<file path="src/core/relay_defines.svh">
// Constants of the relay buffer: block range, sizes, command codes and status codes.
`ifndef RELAY_DEFINES_SVH
`define RELAY_DEFINES_SVH
// ----------------------------------------------------------------
// Relay block range and buffer geometry
// ----------------------------------------------------------------
`define RELAY_BLK_LO 8'hB0
`define RELAY_BLK_HI 8'hBB
`define RELAY_MAX_BLK 8'h0C
`define RELAY_NUM_ELEM 12
`define RELAY_BLK_SHIFT 4
`define RELAY_RAM_BYTES 192
// ----------------------------------------------------------------
// Wired command codes and answer status
// ----------------------------------------------------------------
`define CMD_ARM_WRITE 8'h01
`define CMD_ARM_READ 8'h02
`define CMD_FETCH 8'h07
`define CMD_RETURN 8'h08
`define STR_DONE 8'h00
`define STR_COND 8'h04
`define FRAME_NO_DATA 8'h01
// ----------------------------------------------------------------
// Wireless status flag codes and field values
// ----------------------------------------------------------------
`define SVC_COUNT_ONE 8'h01
`define FLAG_ALL 8'hFF
`define FLAG_SVC 8'h01
`define FLAG_NONE 8'h00
`define ERR_SVC_COUNT 8'hA1
`define ERR_BLK_COUNT 8'hA2
`define ERR_ORDER 8'hA3
`define ERR_SVC 8'hA6
`define ERR_ACCESS 8'hA7
`define ERR_HDR 8'hA8
`define SVC_ATTR_A 6'h09
`define SVC_ATTR_B 6'h0B
`endif

</file>
<file path="src/core/relay_pkg.sv">
// Types shared by the relay buffer modules.
package relay_pkg;
	// Control states, Gray coded along write, relay, fetch, return.
	typedef enum logic [2:0] {
		ST_IDLE = 3'h0,
		ST_RF_WR = 3'h1,
		ST_RELAY = 3'h3,
		ST_FETCH = 3'h2,
		ST_RETURN = 3'h6,
		ST_RF_RD = 3'h4
	} state_t;
	// One block list element as parsed by the wireless framer.
	typedef struct packed {
		logic [1:0] hdr_bits;
		logic [2:0] access;
		logic [3:0] order;
		logic [7:0] num;
	} elem_t;
	// One parsed wireless plain block read or write.
	typedef struct packed {
		logic is_read;
		logic size_min_ok;
		logic card_id_ok;
		logic list_size_ok;
		logic [7:0] svc_count;
		logic svc_code_ok;
		logic [5:0] svc_attr;
		logic [7:0] blk_count;
		elem_t [11:0] elems;
	} rf_cmd_t;
	// Wireless response status flags.
	typedef struct packed {
		logic [7:0] status_flag_one;
		logic [7:0] status_flag_two;
	} rsp_t;
	// One byte on the outgoing data stream.
	typedef struct packed {
		logic to_host;
		logic last;
		logic [7:0] data;
	} out_word_t;
endpackage

</file>
<file path="src/core/contactless_wired_relay_buffer.sv">
// Relay buffer between a wireless reader-writer and a wired host.
`timescale 1ns/100ps
`default_nettype none
`include "relay_defines.svh"
module contactless_wired_relay_buffer #(
	parameter int RAM_BYTES = `RELAY_RAM_BYTES
) (
	input wire logic sys_clk_in, // System clock, 10 MHz.
	input wire logic rst_in, // Synchronous reset, active high.
	input wire logic rf_cmd_valid_in, // Parsed wireless command strobe.
	input wire relay_pkg::rf_cmd_t rf_cmd_in, // Parsed wireless command.
	input wire logic rf_wdata_valid_in, // Wireless write byte valid.
	input wire logic [7:0] rf_wdata_in, // Wireless write byte.
	output logic rf_wdata_ready_out, // Wireless write byte taken.
	output logic rf_rsp_valid_out, // Wireless response strobe.
	output relay_pkg::rsp_t rf_rsp_out, // Wireless response status flags.
	output logic rf_pass_out, // Command left to the rest of the tag.
	output logic rf_rx_enable_out, // Wireless reception enabled.
	output logic relay_ready_n_pin_out, // Relay data waiting, active low.
	input wire logic host_cmd_valid_in, // Wired command strobe.
	input wire logic [7:0] host_cmd_in, // Wired command code.
	input wire logic [7:0] frame_size_byte_in, // Wired frame size byte.
	input wire logic host_wdata_valid_in, // Host return byte valid.
	input wire logic [7:0] host_wdata_in, // Host return byte.
	output logic host_wdata_ready_out, // Host return byte taken.
	output logic host_ans_valid_out, // Wired answer strobe.
	output logic [7:0] host_ans_status_out, // Wired answer status.
	output logic out_valid_out, // Outgoing data byte valid.
	output relay_pkg::out_word_t out_word_out, // Outgoing data byte.
	input wire logic out_ready_in // Outgoing data byte taken.
);
	// ----------------------------------------------------------------
	// Storage and state
	// ----------------------------------------------------------------
	logic [7:0] ram_ff [RAM_BYTES];
	relay_pkg::state_t state_ff;
	logic [7:0] cnt_ff;
	logic [7:0] tot_ff;
	logic [7:0] fill_ff;
	logic filled_ff;
	logic fetched_ff;
	logic [7:0] req_bytes;
	logic [7:0] ret_bytes;

	// ----------------------------------------------------------------
	// Block list checks
	// ----------------------------------------------------------------
	logic [11:0] access_bad;
	logic [11:0] order_bad;
	logic [11:0] hdr_bad;
	logic [11:0] in_rng;
	logic [11:0] out_rng;
	logic v_drop;
	logic v_err;
	logic v_foreign;
	relay_pkg::rsp_t v_flags;

	// Folds a twelve-element fault set onto the eight-bit bitmap.
	function automatic logic [7:0] fold_map(input logic [11:0] f);
		return f[7:0] | {4'h0, f[11:8]};
	endfunction

	// One checker for each possible element.
	for (genvar i = 0; i < `RELAY_NUM_ELEM; i++) begin : g_elem
		relay_elem_check u_chk (
			.elem_in(rf_cmd_in.elems[i]),
			.used_in(8'(i) < rf_cmd_in.blk_count),
			.access_bad_out(access_bad[i]),
			.order_bad_out(order_bad[i]),
			.hdr_bad_out(hdr_bad[i]),
			.in_range_out(in_rng[i]),
			.out_range_out(out_rng[i])
		);
	end

	// Verdict on a wireless command, in order of precedence.
	always_comb begin
		v_drop = 1'b0;
		v_err = 1'b1;
		v_foreign = 1'b0;
		v_flags = '{`FLAG_NONE, `FLAG_NONE};
		if (!rf_cmd_in.size_min_ok || !rf_cmd_in.card_id_ok) begin
			v_drop = 1'b1;
		end else if (rf_cmd_in.svc_count != `SVC_COUNT_ONE) begin
			v_flags = '{`FLAG_ALL, `ERR_SVC_COUNT};
		end else if (rf_cmd_in.blk_count == 8'h00 || rf_cmd_in.blk_count > `RELAY_MAX_BLK) begin
			v_flags = '{`FLAG_ALL, `ERR_BLK_COUNT};
		end else if (!rf_cmd_in.list_size_ok) begin
			v_drop = 1'b1;
		end else if (|access_bad) begin
			v_flags = '{fold_map(access_bad), `ERR_ACCESS};
		end else if (|order_bad) begin
			v_flags = '{fold_map(order_bad), `ERR_ORDER};
		end else if (!rf_cmd_in.svc_code_ok ||
			(rf_cmd_in.svc_attr != `SVC_ATTR_A && rf_cmd_in.svc_attr != `SVC_ATTR_B)) begin
			v_flags = '{`FLAG_SVC, `ERR_SVC};
		end else if (|hdr_bad) begin
			v_flags = '{fold_map(hdr_bad), `ERR_HDR};
		end else if (in_rng == 12'h000) begin
			v_err = 1'b0;
			v_foreign = 1'b1;
		end else if (out_rng != 12'h000) begin
			v_flags = '{fold_map(out_rng), `ERR_HDR};
		end else begin
			v_err = 1'b0;
		end
	end

	// Byte counts of a wireless request and of a host return.
	assign req_bytes = {rf_cmd_in.blk_count[3:0], 4'h0};
	assign ret_bytes = (frame_size_byte_in <= `FRAME_NO_DATA) ? 8'h00 :
		(frame_size_byte_in - `FRAME_NO_DATA > 8'(RAM_BYTES)) ? 8'(RAM_BYTES) :
		frame_size_byte_in - `FRAME_NO_DATA;

	// ----------------------------------------------------------------
	// Outgoing stream through the two-entry buffer
	// ----------------------------------------------------------------
	logic src_valid;
	logic src_ready;
	logic src_take;
	relay_pkg::out_word_t src_word;
	logic [7:0] rd_byte;

	// Stored bytes beyond the fill level, or any byte of an invalid buffer, read as zero.
	assign rd_byte = (filled_ff && cnt_ff < fill_ff) ? ram_ff[cnt_ff] : 8'h00;
	assign src_valid = (state_ff == relay_pkg::ST_RF_RD) || (state_ff == relay_pkg::ST_FETCH);
	assign src_word = '{state_ff == relay_pkg::ST_FETCH, cnt_ff == tot_ff - 8'h01, rd_byte};
	assign src_take = src_valid && src_ready;

	relay_out_fifo #(
		.WIDTH($bits(relay_pkg::out_word_t)),
		.DEPTH(2)
	) u_out (
		.sys_clk_in(sys_clk_in),
		.rst_in(rst_in),
		.in_valid_in(src_valid),
		.in_data_in(src_word),
		.in_ready_out(src_ready),
		.out_valid_out(out_valid_out),
		.out_data_out(out_word_out),
		.out_ready_in(out_ready_in)
	);

	// ----------------------------------------------------------------
	// Buffer writes
	// ----------------------------------------------------------------
	logic rf_take;
	logic host_take;

	assign rf_take = rf_wdata_valid_in && rf_wdata_ready_out;
	assign host_take = host_wdata_valid_in && host_wdata_ready_out;

	// Wireless block bytes or host return bytes land at the running count.
	always_ff @(posedge sys_clk_in) begin
		if (rf_take) begin
			ram_ff[cnt_ff] <= rf_wdata_in;
		end else if (host_take) begin
			ram_ff[cnt_ff] <= host_wdata_in;
		end
	end

	// ----------------------------------------------------------------
	// Control sequence
	// ----------------------------------------------------------------
	// Mode, counters, handshakes, pins and answers.
	always_ff @(posedge sys_clk_in) begin
		if (rst_in) begin
			state_ff <= relay_pkg::ST_IDLE;
			cnt_ff <= 8'h00;
			tot_ff <= 8'h00;
			fill_ff <= 8'h00;
			filled_ff <= 1'b0;
			fetched_ff <= 1'b0;
			rf_wdata_ready_out <= 1'b0;
			host_wdata_ready_out <= 1'b0;
			rf_rsp_valid_out <= 1'b0;
			rf_rsp_out <= '0;
			rf_pass_out <= 1'b0;
			rf_rx_enable_out <= 1'b1;
			relay_ready_n_pin_out <= 1'b1;
			host_ans_valid_out <= 1'b0;
			host_ans_status_out <= `STR_DONE;
		end else begin
			rf_rsp_valid_out <= 1'b0;
			rf_pass_out <= 1'b0;
			host_ans_valid_out <= 1'b0;
			unique case (state_ff)
				relay_pkg::ST_IDLE: begin
					if (rf_cmd_valid_in && !v_drop) begin
						if (v_foreign) begin
							rf_pass_out <= 1'b1;
							filled_ff <= 1'b0;
						end else if (v_err) begin
							rf_rsp_valid_out <= 1'b1;
							rf_rsp_out <= v_flags;
						end else if (rf_cmd_in.is_read) begin
							rf_rsp_valid_out <= 1'b1;
							rf_rsp_out <= '{`FLAG_NONE, `FLAG_NONE};
							cnt_ff <= 8'h00;
							tot_ff <= req_bytes;
							state_ff <= relay_pkg::ST_RF_RD;
						end else begin
							filled_ff <= 1'b0;
							cnt_ff <= 8'h00;
							tot_ff <= req_bytes;
							rf_wdata_ready_out <= 1'b1;
							state_ff <= relay_pkg::ST_RF_WR;
						end
					end else if (host_cmd_valid_in) begin
						// Outside relay mode fetch and return are refused.
						if (host_cmd_in == `CMD_ARM_WRITE || host_cmd_in == `CMD_ARM_READ) begin
							filled_ff <= 1'b0;
							host_ans_valid_out <= 1'b1;
							host_ans_status_out <= `STR_DONE;
						end else if (host_cmd_in == `CMD_FETCH || host_cmd_in == `CMD_RETURN) begin
							host_ans_valid_out <= 1'b1;
							host_ans_status_out <= `STR_COND;
						end
					end
				end

				relay_pkg::ST_RF_WR: begin
					if (rf_take) begin
						cnt_ff <= cnt_ff + 8'h01;
						if (cnt_ff == tot_ff - 8'h01) begin
							fill_ff <= tot_ff;
							filled_ff <= 1'b1;
							fetched_ff <= 1'b0;
							rf_wdata_ready_out <= 1'b0;
							rf_rsp_valid_out <= 1'b1;
							rf_rsp_out <= '{`FLAG_NONE, `FLAG_NONE};
							relay_ready_n_pin_out <= 1'b0;
							rf_rx_enable_out <= 1'b0;
							state_ff <= relay_pkg::ST_RELAY;
						end
					end
				end

				relay_pkg::ST_RF_RD: begin
					if (src_take) begin
						cnt_ff <= cnt_ff + 8'h01;
						if (cnt_ff == tot_ff - 8'h01) begin
							state_ff <= relay_pkg::ST_IDLE;
						end
					end
				end

				relay_pkg::ST_RELAY: begin
					// Wireless commands are not looked at while here.
					if (host_cmd_valid_in) begin
						host_ans_valid_out <= 1'b1;
						host_ans_status_out <= `STR_DONE;
						if (host_cmd_in == `CMD_FETCH) begin
							cnt_ff <= 8'h00;
							tot_ff <= fill_ff;
							state_ff <= relay_pkg::ST_FETCH;
						end else if (host_cmd_in == `CMD_RETURN) begin
							cnt_ff <= 8'h00;
							tot_ff <= ret_bytes;
							filled_ff <= 1'b0;
							if (ret_bytes == 8'h00) begin
								host_ans_valid_out <= 1'b1;
								relay_ready_n_pin_out <= 1'b1;
								rf_rx_enable_out <= 1'b1;
								state_ff <= relay_pkg::ST_IDLE;
							end else begin
								host_ans_valid_out <= 1'b0;
								host_wdata_ready_out <= 1'b1;
								state_ff <= relay_pkg::ST_RETURN;
							end
						end else if (host_cmd_in == `CMD_ARM_WRITE || host_cmd_in == `CMD_ARM_READ) begin
							if (!fetched_ff) begin
								host_ans_status_out <= `STR_COND;
							end else begin
								filled_ff <= 1'b0;
							end
						end else begin
							host_ans_valid_out <= 1'b0;
						end
					end
				end

				relay_pkg::ST_FETCH: begin
					if (src_take) begin
						cnt_ff <= cnt_ff + 8'h01;
						if (cnt_ff == tot_ff - 8'h01) begin
							fetched_ff <= 1'b1;
							state_ff <= relay_pkg::ST_RELAY;
						end
					end
				end

				relay_pkg::ST_RETURN: begin
					if (host_take) begin
						cnt_ff <= cnt_ff + 8'h01;
						if (cnt_ff == tot_ff - 8'h01) begin
							fill_ff <= tot_ff;
							filled_ff <= 1'b1;
							host_wdata_ready_out <= 1'b0;
							host_ans_valid_out <= 1'b1;
							host_ans_status_out <= `STR_DONE;
							relay_ready_n_pin_out <= 1'b1;
							rf_rx_enable_out <= 1'b1;
							state_ff <= relay_pkg::ST_IDLE;
						end
					end
				end

				default: begin
					state_ff <= relay_pkg::ST_IDLE;
				end
			endcase
		end
	end
endmodule // contactless_wired_relay_buffer
`default_nettype wire

</file>
<file path="src/core/relay_elem_check.sv">
// Checks of one block list element.
`timescale 1ns/100ps
`default_nettype none
`include "relay_defines.svh"
module relay_elem_check (
	input wire relay_pkg::elem_t elem_in, // Element under test.
	input wire logic used_in, // Element lies within the block count.
	output logic access_bad_out, // Access mode not zero.
	output logic order_bad_out, // Service list order not zero.
	output logic hdr_bad_out, // Header bits not zero.
	output logic in_range_out, // Block number in the relay range.
	output logic out_range_out // Block number outside the relay range.
);
	logic in_rng;
	// Range test of the block number.
	assign in_rng = (elem_in.num >= `RELAY_BLK_LO) && (elem_in.num <= `RELAY_BLK_HI);
	// Field tests, masked by the element count.
	assign access_bad_out = used_in && (elem_in.access != 3'h0);
	assign order_bad_out = used_in && (elem_in.order != 4'h0);
	assign hdr_bad_out = used_in && (elem_in.hdr_bits != 2'h0);
	assign in_range_out = used_in && in_rng;
	assign out_range_out = used_in && !in_rng;
endmodule // relay_elem_check
`default_nettype wire

</file>
<file path="src/core/relay_out_fifo.sv">
// Shifting output buffer whose head entry drives the outputs directly.
`timescale 1ns/100ps
`default_nettype none
module relay_out_fifo #(
	parameter int WIDTH = 10,
	parameter int DEPTH = 2
) (
	input wire logic sys_clk_in, // System clock.
	input wire logic rst_in, // Synchronous reset, active high.
	input wire logic in_valid_in, // Word offered.
	input wire logic [WIDTH-1:0] in_data_in, // Offered word.
	output logic in_ready_out, // Room for a word.
	output logic out_valid_out, // Head word valid.
	output logic [WIDTH-1:0] out_data_out, // Head word.
	input wire logic out_ready_in // Head word taken.
);
	logic [WIDTH-1:0] mem_ff [DEPTH];
	logic [DEPTH-1:0] vld_ff;
	logic pop;
	logic push;
	// Handshakes on both sides.
	assign pop = vld_ff[0] && out_ready_in;
	assign in_ready_out = !vld_ff[DEPTH-1];
	assign push = in_valid_in && in_ready_out;
	assign out_valid_out = vld_ff[0];
	assign out_data_out = mem_ff[0];
	// Occupancy: entries move down on a pop, a push fills the first free slot.
	always_ff @(posedge sys_clk_in) begin
		if (rst_in) begin
			vld_ff <= '0;
		end else if (pop && !push) begin
			vld_ff <= {1'b0, vld_ff[DEPTH-1:1]};
		end else if (push && !pop) begin
			vld_ff <= {vld_ff[DEPTH-2:0], 1'b1};
		end
	end
	// Storage of the entries.
	always_ff @(posedge sys_clk_in) begin
		for (int k = 0; k < DEPTH; k++) begin
			if (push && (pop ? (k == DEPTH-1 || (vld_ff[k] && !vld_ff[k+1 < DEPTH ? k+1 : k])) ||
				(!vld_ff[0] && k == 0) : (!vld_ff[k] && (k == 0 || vld_ff[k > 0 ? k-1 : 0])))) begin
				mem_ff[k] <= in_data_in;
			end else if (pop && k < DEPTH-1) begin
				mem_ff[k] <= mem_ff[k < DEPTH-1 ? k+1 : k];
			end
		end
	end
endmodule // relay_out_fifo
`default_nettype wire

</file>
<file path="config.mk">
export PLATFORM = sky130hd
export DESIGN_NAME = contactless_wired_relay_buffer
export DESIGN_NICKNAME = d
export VERILOG_FILES = /design/src/core/relay_pkg.sv /design/src/core/contactless_wired_relay_buffer.sv /design/src/core/relay_elem_check.sv /design/src/core/relay_out_fifo.sv
export VERILOG_INCLUDE_DIRS = /design/src /design/src/core
export SDC_FILE = /design/constraint.sdc
export NUM_CORES = 2
export LEC_CHECK = 0
export BUFFER_PORTS_ARGS = -buffer_cell sky130_fd_sc_hd__buf_2
export CORE_MARGIN = 5
export CORE_UTILIZATION = 29
export DETAILED_ROUTE_END_ITERATION = 8
export SYNTH_ARGS = -nofsm -noshare
export SYNTH_HDL_FRONTEND = slang
export SYNTH_SLANG_ARGS = --single-unit
</file>
<file path="constraint.sdc">
create_clock -name sys_clk_in -period 3.93 [get_ports sys_clk_in]
set_input_delay 0 -clock sys_clk_in [delete_from_list [all_inputs] [get_ports sys_clk_in]]
set_output_delay 0 -clock sys_clk_in [all_outputs]
set_load 0.01 [all_outputs]
</file>
# Word level (Yosys, flattened, before mapping)
# Memory sizes are Yosys's and may differ from the RTL's. A register that Yosys moved wholly into a read port is not among the register bits.
# Cells that the tools add are included.
[word_totals] mem_bits_rw=1556 latchBits=0 mem_count=2 romBits=0 register_bits=61
[mem_list] memory="ram_ff" depth=192 word_bits=8 rd=1 rd_clocked_by_memory_dff=1 wr=1 line_no="contactless_wired_relay_buffer.sv:35" source="logic [7:0] ram_ff [RAM_BYTES];"
[mem_list] memory="u_out.mem_ff" depth=2 word_bits=10 rd=2 rd_clocked_by_memory_dff=0 wr=2 line_no="relay_out_fifo.sv:17" source="logic [WIDTH-1:0] mem_ff [DEPTH];"
[op_classes] n_eq_ne=41 div=0 addsub=3 n_mul=0 shifts=0 mux=167 n_lt_le_gt_ge=40 reduce_logical=179 bitwise=8
[ops] op="16-bit two-way mux" count=16
[ops] op="8-bit two-way mux" count=31
[ops] op="8-bit greater-or-equal comparator, second input constant" count=12
[ops] op="8-bit <= comparator, second input constant" count=12
[ops] op="1-bit two-way mux" count=88
[ops] op="1-bit logical AND" count=84
[ops] op="3-bit two-way mux" count=18
[ops] op="4-bit nonzero test" count=13
[ops] op="3-bit nonzero test" count=14
[ops] op="8-bit one-hot mux with 5 select lines" count=1
[ops] op="2-bit nonzero test" count=18
[ops] op="12-bit OR reduction" count=3
[ops] op="3-bit by 8-bit less-than comparator with 1-bit output, first input constant" count=4
[ops] op="4-bit by 8-bit less-than comparator with 1-bit output, first input constant" count=4
[ops] op="8-bit by 4-bit bitwise OR with 8-bit output" count=4
[ops] op="16-bit one-hot mux with 2 select lines" count=1
[ops] op="8-bit one-hot mux with 2 select lines" count=2
[ops] op="2-bit != test, second input constant" count=15
[ops] op="9-bit AND reduction" count=3
[ops] op="8-bit one-hot mux with 3 select lines" count=1
[ops] op="3-bit != test, second input constant" count=7
[ops] op="7-bit AND reduction" count=3
[ops] op="1-bit zero test" count=20
[ops] op="3-bit one-hot mux with 6 select lines" count=1
[ops] op="38 further kinds" count=63

# Longest topological paths before layout
[depth] word_depth=21 depth_mapped=12 ltp_nobuf=11

# Cells and area by module
# From an unflattened synthesis, not the netlist that was laid out.
[unflattened] cells_unflattened=3591 hier_area_um2=65809.4
[by_module_without_submodules] module="contactless_wired_relay_buffer" area_each_um2=64204.1 cells_each=3450 instances=1
[by_module_without_submodules] module="relay_out_fifo" area_each_um2=944.7 cells_each=57 instances=1
[by_module_without_submodules] module="relay_elem_check" area_each_um2=55.1 cells_each=7 instances=12

# Least setup slack after synthesis
# Ideal clock, no wire load.
[synth_timing] path_kind="reg-to-reg" from="register with a tool-made name" to="memory u_out.mem_ff[0][6] (data pin)" path_slack_ps=420 path_stages_with_launch=11 arrival_ps=3242 synth_period_minus_slack_ps=3510 cell_sequence="dfxtp_1 -> clkbuf_1 -> buf_1 -> buf_1 -> mux4_2 -> mux4_2 -> mux4_2 -> mux2i_1 -> nor2_1 -> a21oi_1 -> o31ai_1"
[synth_lines] item="to (decl)" line_no="relay_out_fifo.sv:17"

==> summary.md <==
| Metric | Value |
|---|---|
| Worst Reg2Reg Path Length in Cells | `10` |
| Die area | `235000 µm²` |
| Final hold vios | `0` |
| Initial Util | `29.1%` |
| CP Data Arrival Time | `4.39 ns` |
| Worst Hold Depth | `2` |
| GRT Util Overall | `14.3%` |
| Vias in the first global route | `34800` |
| Library cells used by synthesis | `77` |
| Async set or reset register ratio after synthesis | `0%` |
| CTS tree | `built` |
| Hpwl dp | `115000 µm` |
| Post-synth EDFFs | `1556` |
| Drt pass-1 iters | `5` |
| Placed cell area | `71500 µm²` |
| Final Total Pwr | `0.0349 W` |
| Rows | `174` |
| Startpoint types | `register` |
| GR Overflow Total | `0` |
| Num Clock Sinks | `1615` |
| Register area share after synthesis | `73.4%` |
| Post-synth top area cell | `edfxtp_1` |
| Ys flop type | `edfxtp_1` |
| Reg2reg end | `u_out.mem_ff[0][1]` |
| Placed insts | `6481` |
| Post-layout min period | `3.85 ns` |
| RSZ-0062 raised after global routing | `false` |
| Most frequent cell after synthesis | `edfxtp_1` |
| Flop2flop setup slack | `0.08 ns` |
| Max-slew violations | `0` |
| Antenna violations before repair | `12` |
| Final worst-path cycle share | `97.9%` |
| Final nets | `4024` |
| Leading post-synthesis cells by cell area | `edfxtp_1 72%, mux4_2 17%, dfxtp_1 1.8%` |
| Mapped Cells | `3220` |
| Reg clk slew, reported paths | `0.06 ns` |
| CTS Root Cell | `clkbuf_16` |
| Port bufs | `277` |
| Detailed Route WL | `172000 µm` |
| Area growth syn-to-layout | `19.0%` |
| Largest net degree at the start of global routing | `134` |
| Slowest stage delay, CP | `0.57 ns` |
| Share of post-route cells with drive strength above 1 | `32.3%` |
| Metal1 wirelength | `70600 µm` |
| Ys Warns | `0` |
| Final Skew | `0.0385 ns` |
| Mapped Area | `65300 µm²` |
| Core area | `224000 µm²` |
| Routed wl met2 | `85700 µm` |
| 1st-iter DRT viols | `2972` |
| Worst Hold Class | `input pin to register` |
| Critical path capture point type | `register` |
| Top cells by count, synth | `1556 x edfxtp_1, 504 x mux4_2, 285 x nor2_1, 134 x clkbuf_1, 85 x nand2_1` |
| DR vias | `34100` |
| Hold path endpoint | `ram_ff[95][2]` |
| Share of Yosys cell area claimed by the top area cell type | `71.6%` |
| DR WL met3 | `10500 µm` |
| Pwr/cell area | `449 nW/µm²` |
| DRC | `0` |
| TritonCTS Buffers | `168` |
| Endpoints failing setup | `0` |
| Post-Layout Cell Count | `6871` |
| Crit path top cell by count | `mux4_2` |
| Htree depth | `4` |
| Outcome | `finished, final reports clean` |
| Upper clock frequency limit | `260 MHz` |
| Design Area, Final | `77700 µm²` |
| Die W | `484 µm` |
| Vias per inst | `4.96` |
| WP data required | `4.47 ns` |
| Slowest CP cell | `mux4_2` |
| Setup Crit Path Kind | `register to register` |
| Hold Crit Start | `host_wdata_in[2]` |
| Maxcap violations | `0` |
| Worst VDD drop | `0.337 mV` |
| Pleak | `23.6 nW` |
| Gpl congestion | `0.931` |
| Worst-path fanout max | `23` |
| Drt wl/cell | `25.1 µm` |
| Top layer in use | `met5` |
| Synthesized area per cell | `20.3 µm²` |
| Io pins | `312` |
| Final TNS setup | `0 ns` |
| Fin util | `34.6%` |
| First-pass GRT wire length | `250000 µm` |
| Final ANT Viol Nets | `0` |
| Relative slew slack | `21.1%` |
| Clk_lat worst skew | `0.81 ns` |
| CTS Buffer Depth | `3` |
| Worst Max-Slew Pin Slew | `1.18 ns` |
| Die span in y | `484 µm` |
| Worst-path cell chain | `buf_12 -> buf_12 -> mux4_2 -> mux4_2 -> mux4_2 -> mux2i_1 -> buf_4 -> nor2_1 -> a21oi_1 -> o31ai_1` |
| #FFs+latches synth | `1615` |
layout make-up:
type / instances / area (µm²)
Clock buffer: 206 / 4370
Fill cell: 20800 / 147000
Sequential cell: 1615 / 47900
Tap cell: 2992 / 3740
Antenna cell: 3 / 7.51
Clock inverter: 102 / 951
Multi-Input combinational cell: 1375 / 16600
Timing Repair Buffer: 546 / 3990
Inverter: 32 / 120
state kept, by name, indices dropped and copies added, names as in the netlist, named ones only:
name                   count
rf_rsp_valid_out           1
u_out.vld_ff               2
filled_ff                  1
u_out.mem_ff              20
rf_rsp_out                13
tot_ff                     8
fill_ff                    8
host_wdata_ready_out       1
rf_pass_out                1
fetched_ff                 1
cnt_ff                     8
ram_ff                  1536
state_ff                   3
host_ans_valid_out         1
rf_wdata_ready_out         1
relay_ready_n_pin_out      1
host_ans_status_out        1
power by group:
part / leakage (nW) / internal (W) / switching (W) / total, W
logic: 6.59 / 0.000221 / 0.000485 / 0.000707
registers: 14.4 / 0.0189 / 0.00000354 / 0.0189
clock network: 2.59 / 0.00864 / 0.00668 / 0.0153
timing repair:
action,in CTS,in global routing
hold endpoints to repair,63,0
gates resized for setup,0,12
setup buffers,0,4
setup endpoints to repair,0,7
hold buffers,75,0
worst max-delay path: cells and delay by family (launching register included):
family	cells	cell delay, ns
buf+inv	3	0.68
compound gates	2	0.32
mux	4	2.03
flops	1	0.44
simple gates	1	0.04
kinds of logic (layout without fill, tap and decap cells):
logic type | count (synthesis) | count (layout) | share of synthesized area (%)
DFF | 1615 | 1615 | 73.4
and+or+nand+nor | 560 | 560 | 4.08
muxes | 536 | 536 | 17.9
buffers and inverters | 238 | 886 | 1.52
AOI/OAI and AO/OA | 227 | 227 | 2.43
adders and majority gates | 23 | 23 | 0.414
xor gates and xnor gates | 20 | 20 | 0.268
other | 1 | 12 | 0.00574
through the flow:
step	setup slack, ns	hold WS (ns)
final	0.0844	0.0178
after global routing	0.0229	0.0321
after CTS	0.0627	0.00000155
after detailed placement	0.0670	0.412
after global placement	0.0365	0.406
after floorplan	0.420	0.199
worst max path at each step:
stage,from,to,slack [ns],cells past startpoint
final,register,u_out.mem_ff[0][1],0.08,10
after global routing,tot_ff[0],host_ans_status_out[2],0.02,12
after CTS,register,u_out.mem_ff[0][0],0.06,10
after detailed placement,register,u_out.mem_ff[0][0],0.07,10
after global placement,register,u_out.mem_ff[0][0],0.04,10
after floorplan,register,u_out.mem_ff[0][6],0.42,10
metal layers:
layer / vias up / track usage [%]
met2: 1225 / 24.2
met4: 12 / 4.23
met5: - / 0
met3: 258 / 2.81
met1: 18200 / 18.8
li1: 14400 / -
placed cells by master, fill, tap and decap left out, types with 15 or more instances in the layout:
cell type      count
mux4_2           504
o31ai_1           15
buf_2            277
clkinv_2          31
dfxtp_1           54
clkbuf_16        169
nand3_1           21
buf_12            32
inv_1             32
nand2_1           85
ha_1              16
a21o_1            15
buf_4            162
mux2i_1           20
clkinv_1          42
edfxtp_1        1556
nand4b_1          15
a21oi_1           62
nor3_1            30
o21ai_0           29
clkbuf_1          37
nor2_1           284
dlygate4sd3_1     75
nor4_1            20
Power figures use the tool's default switching activity.
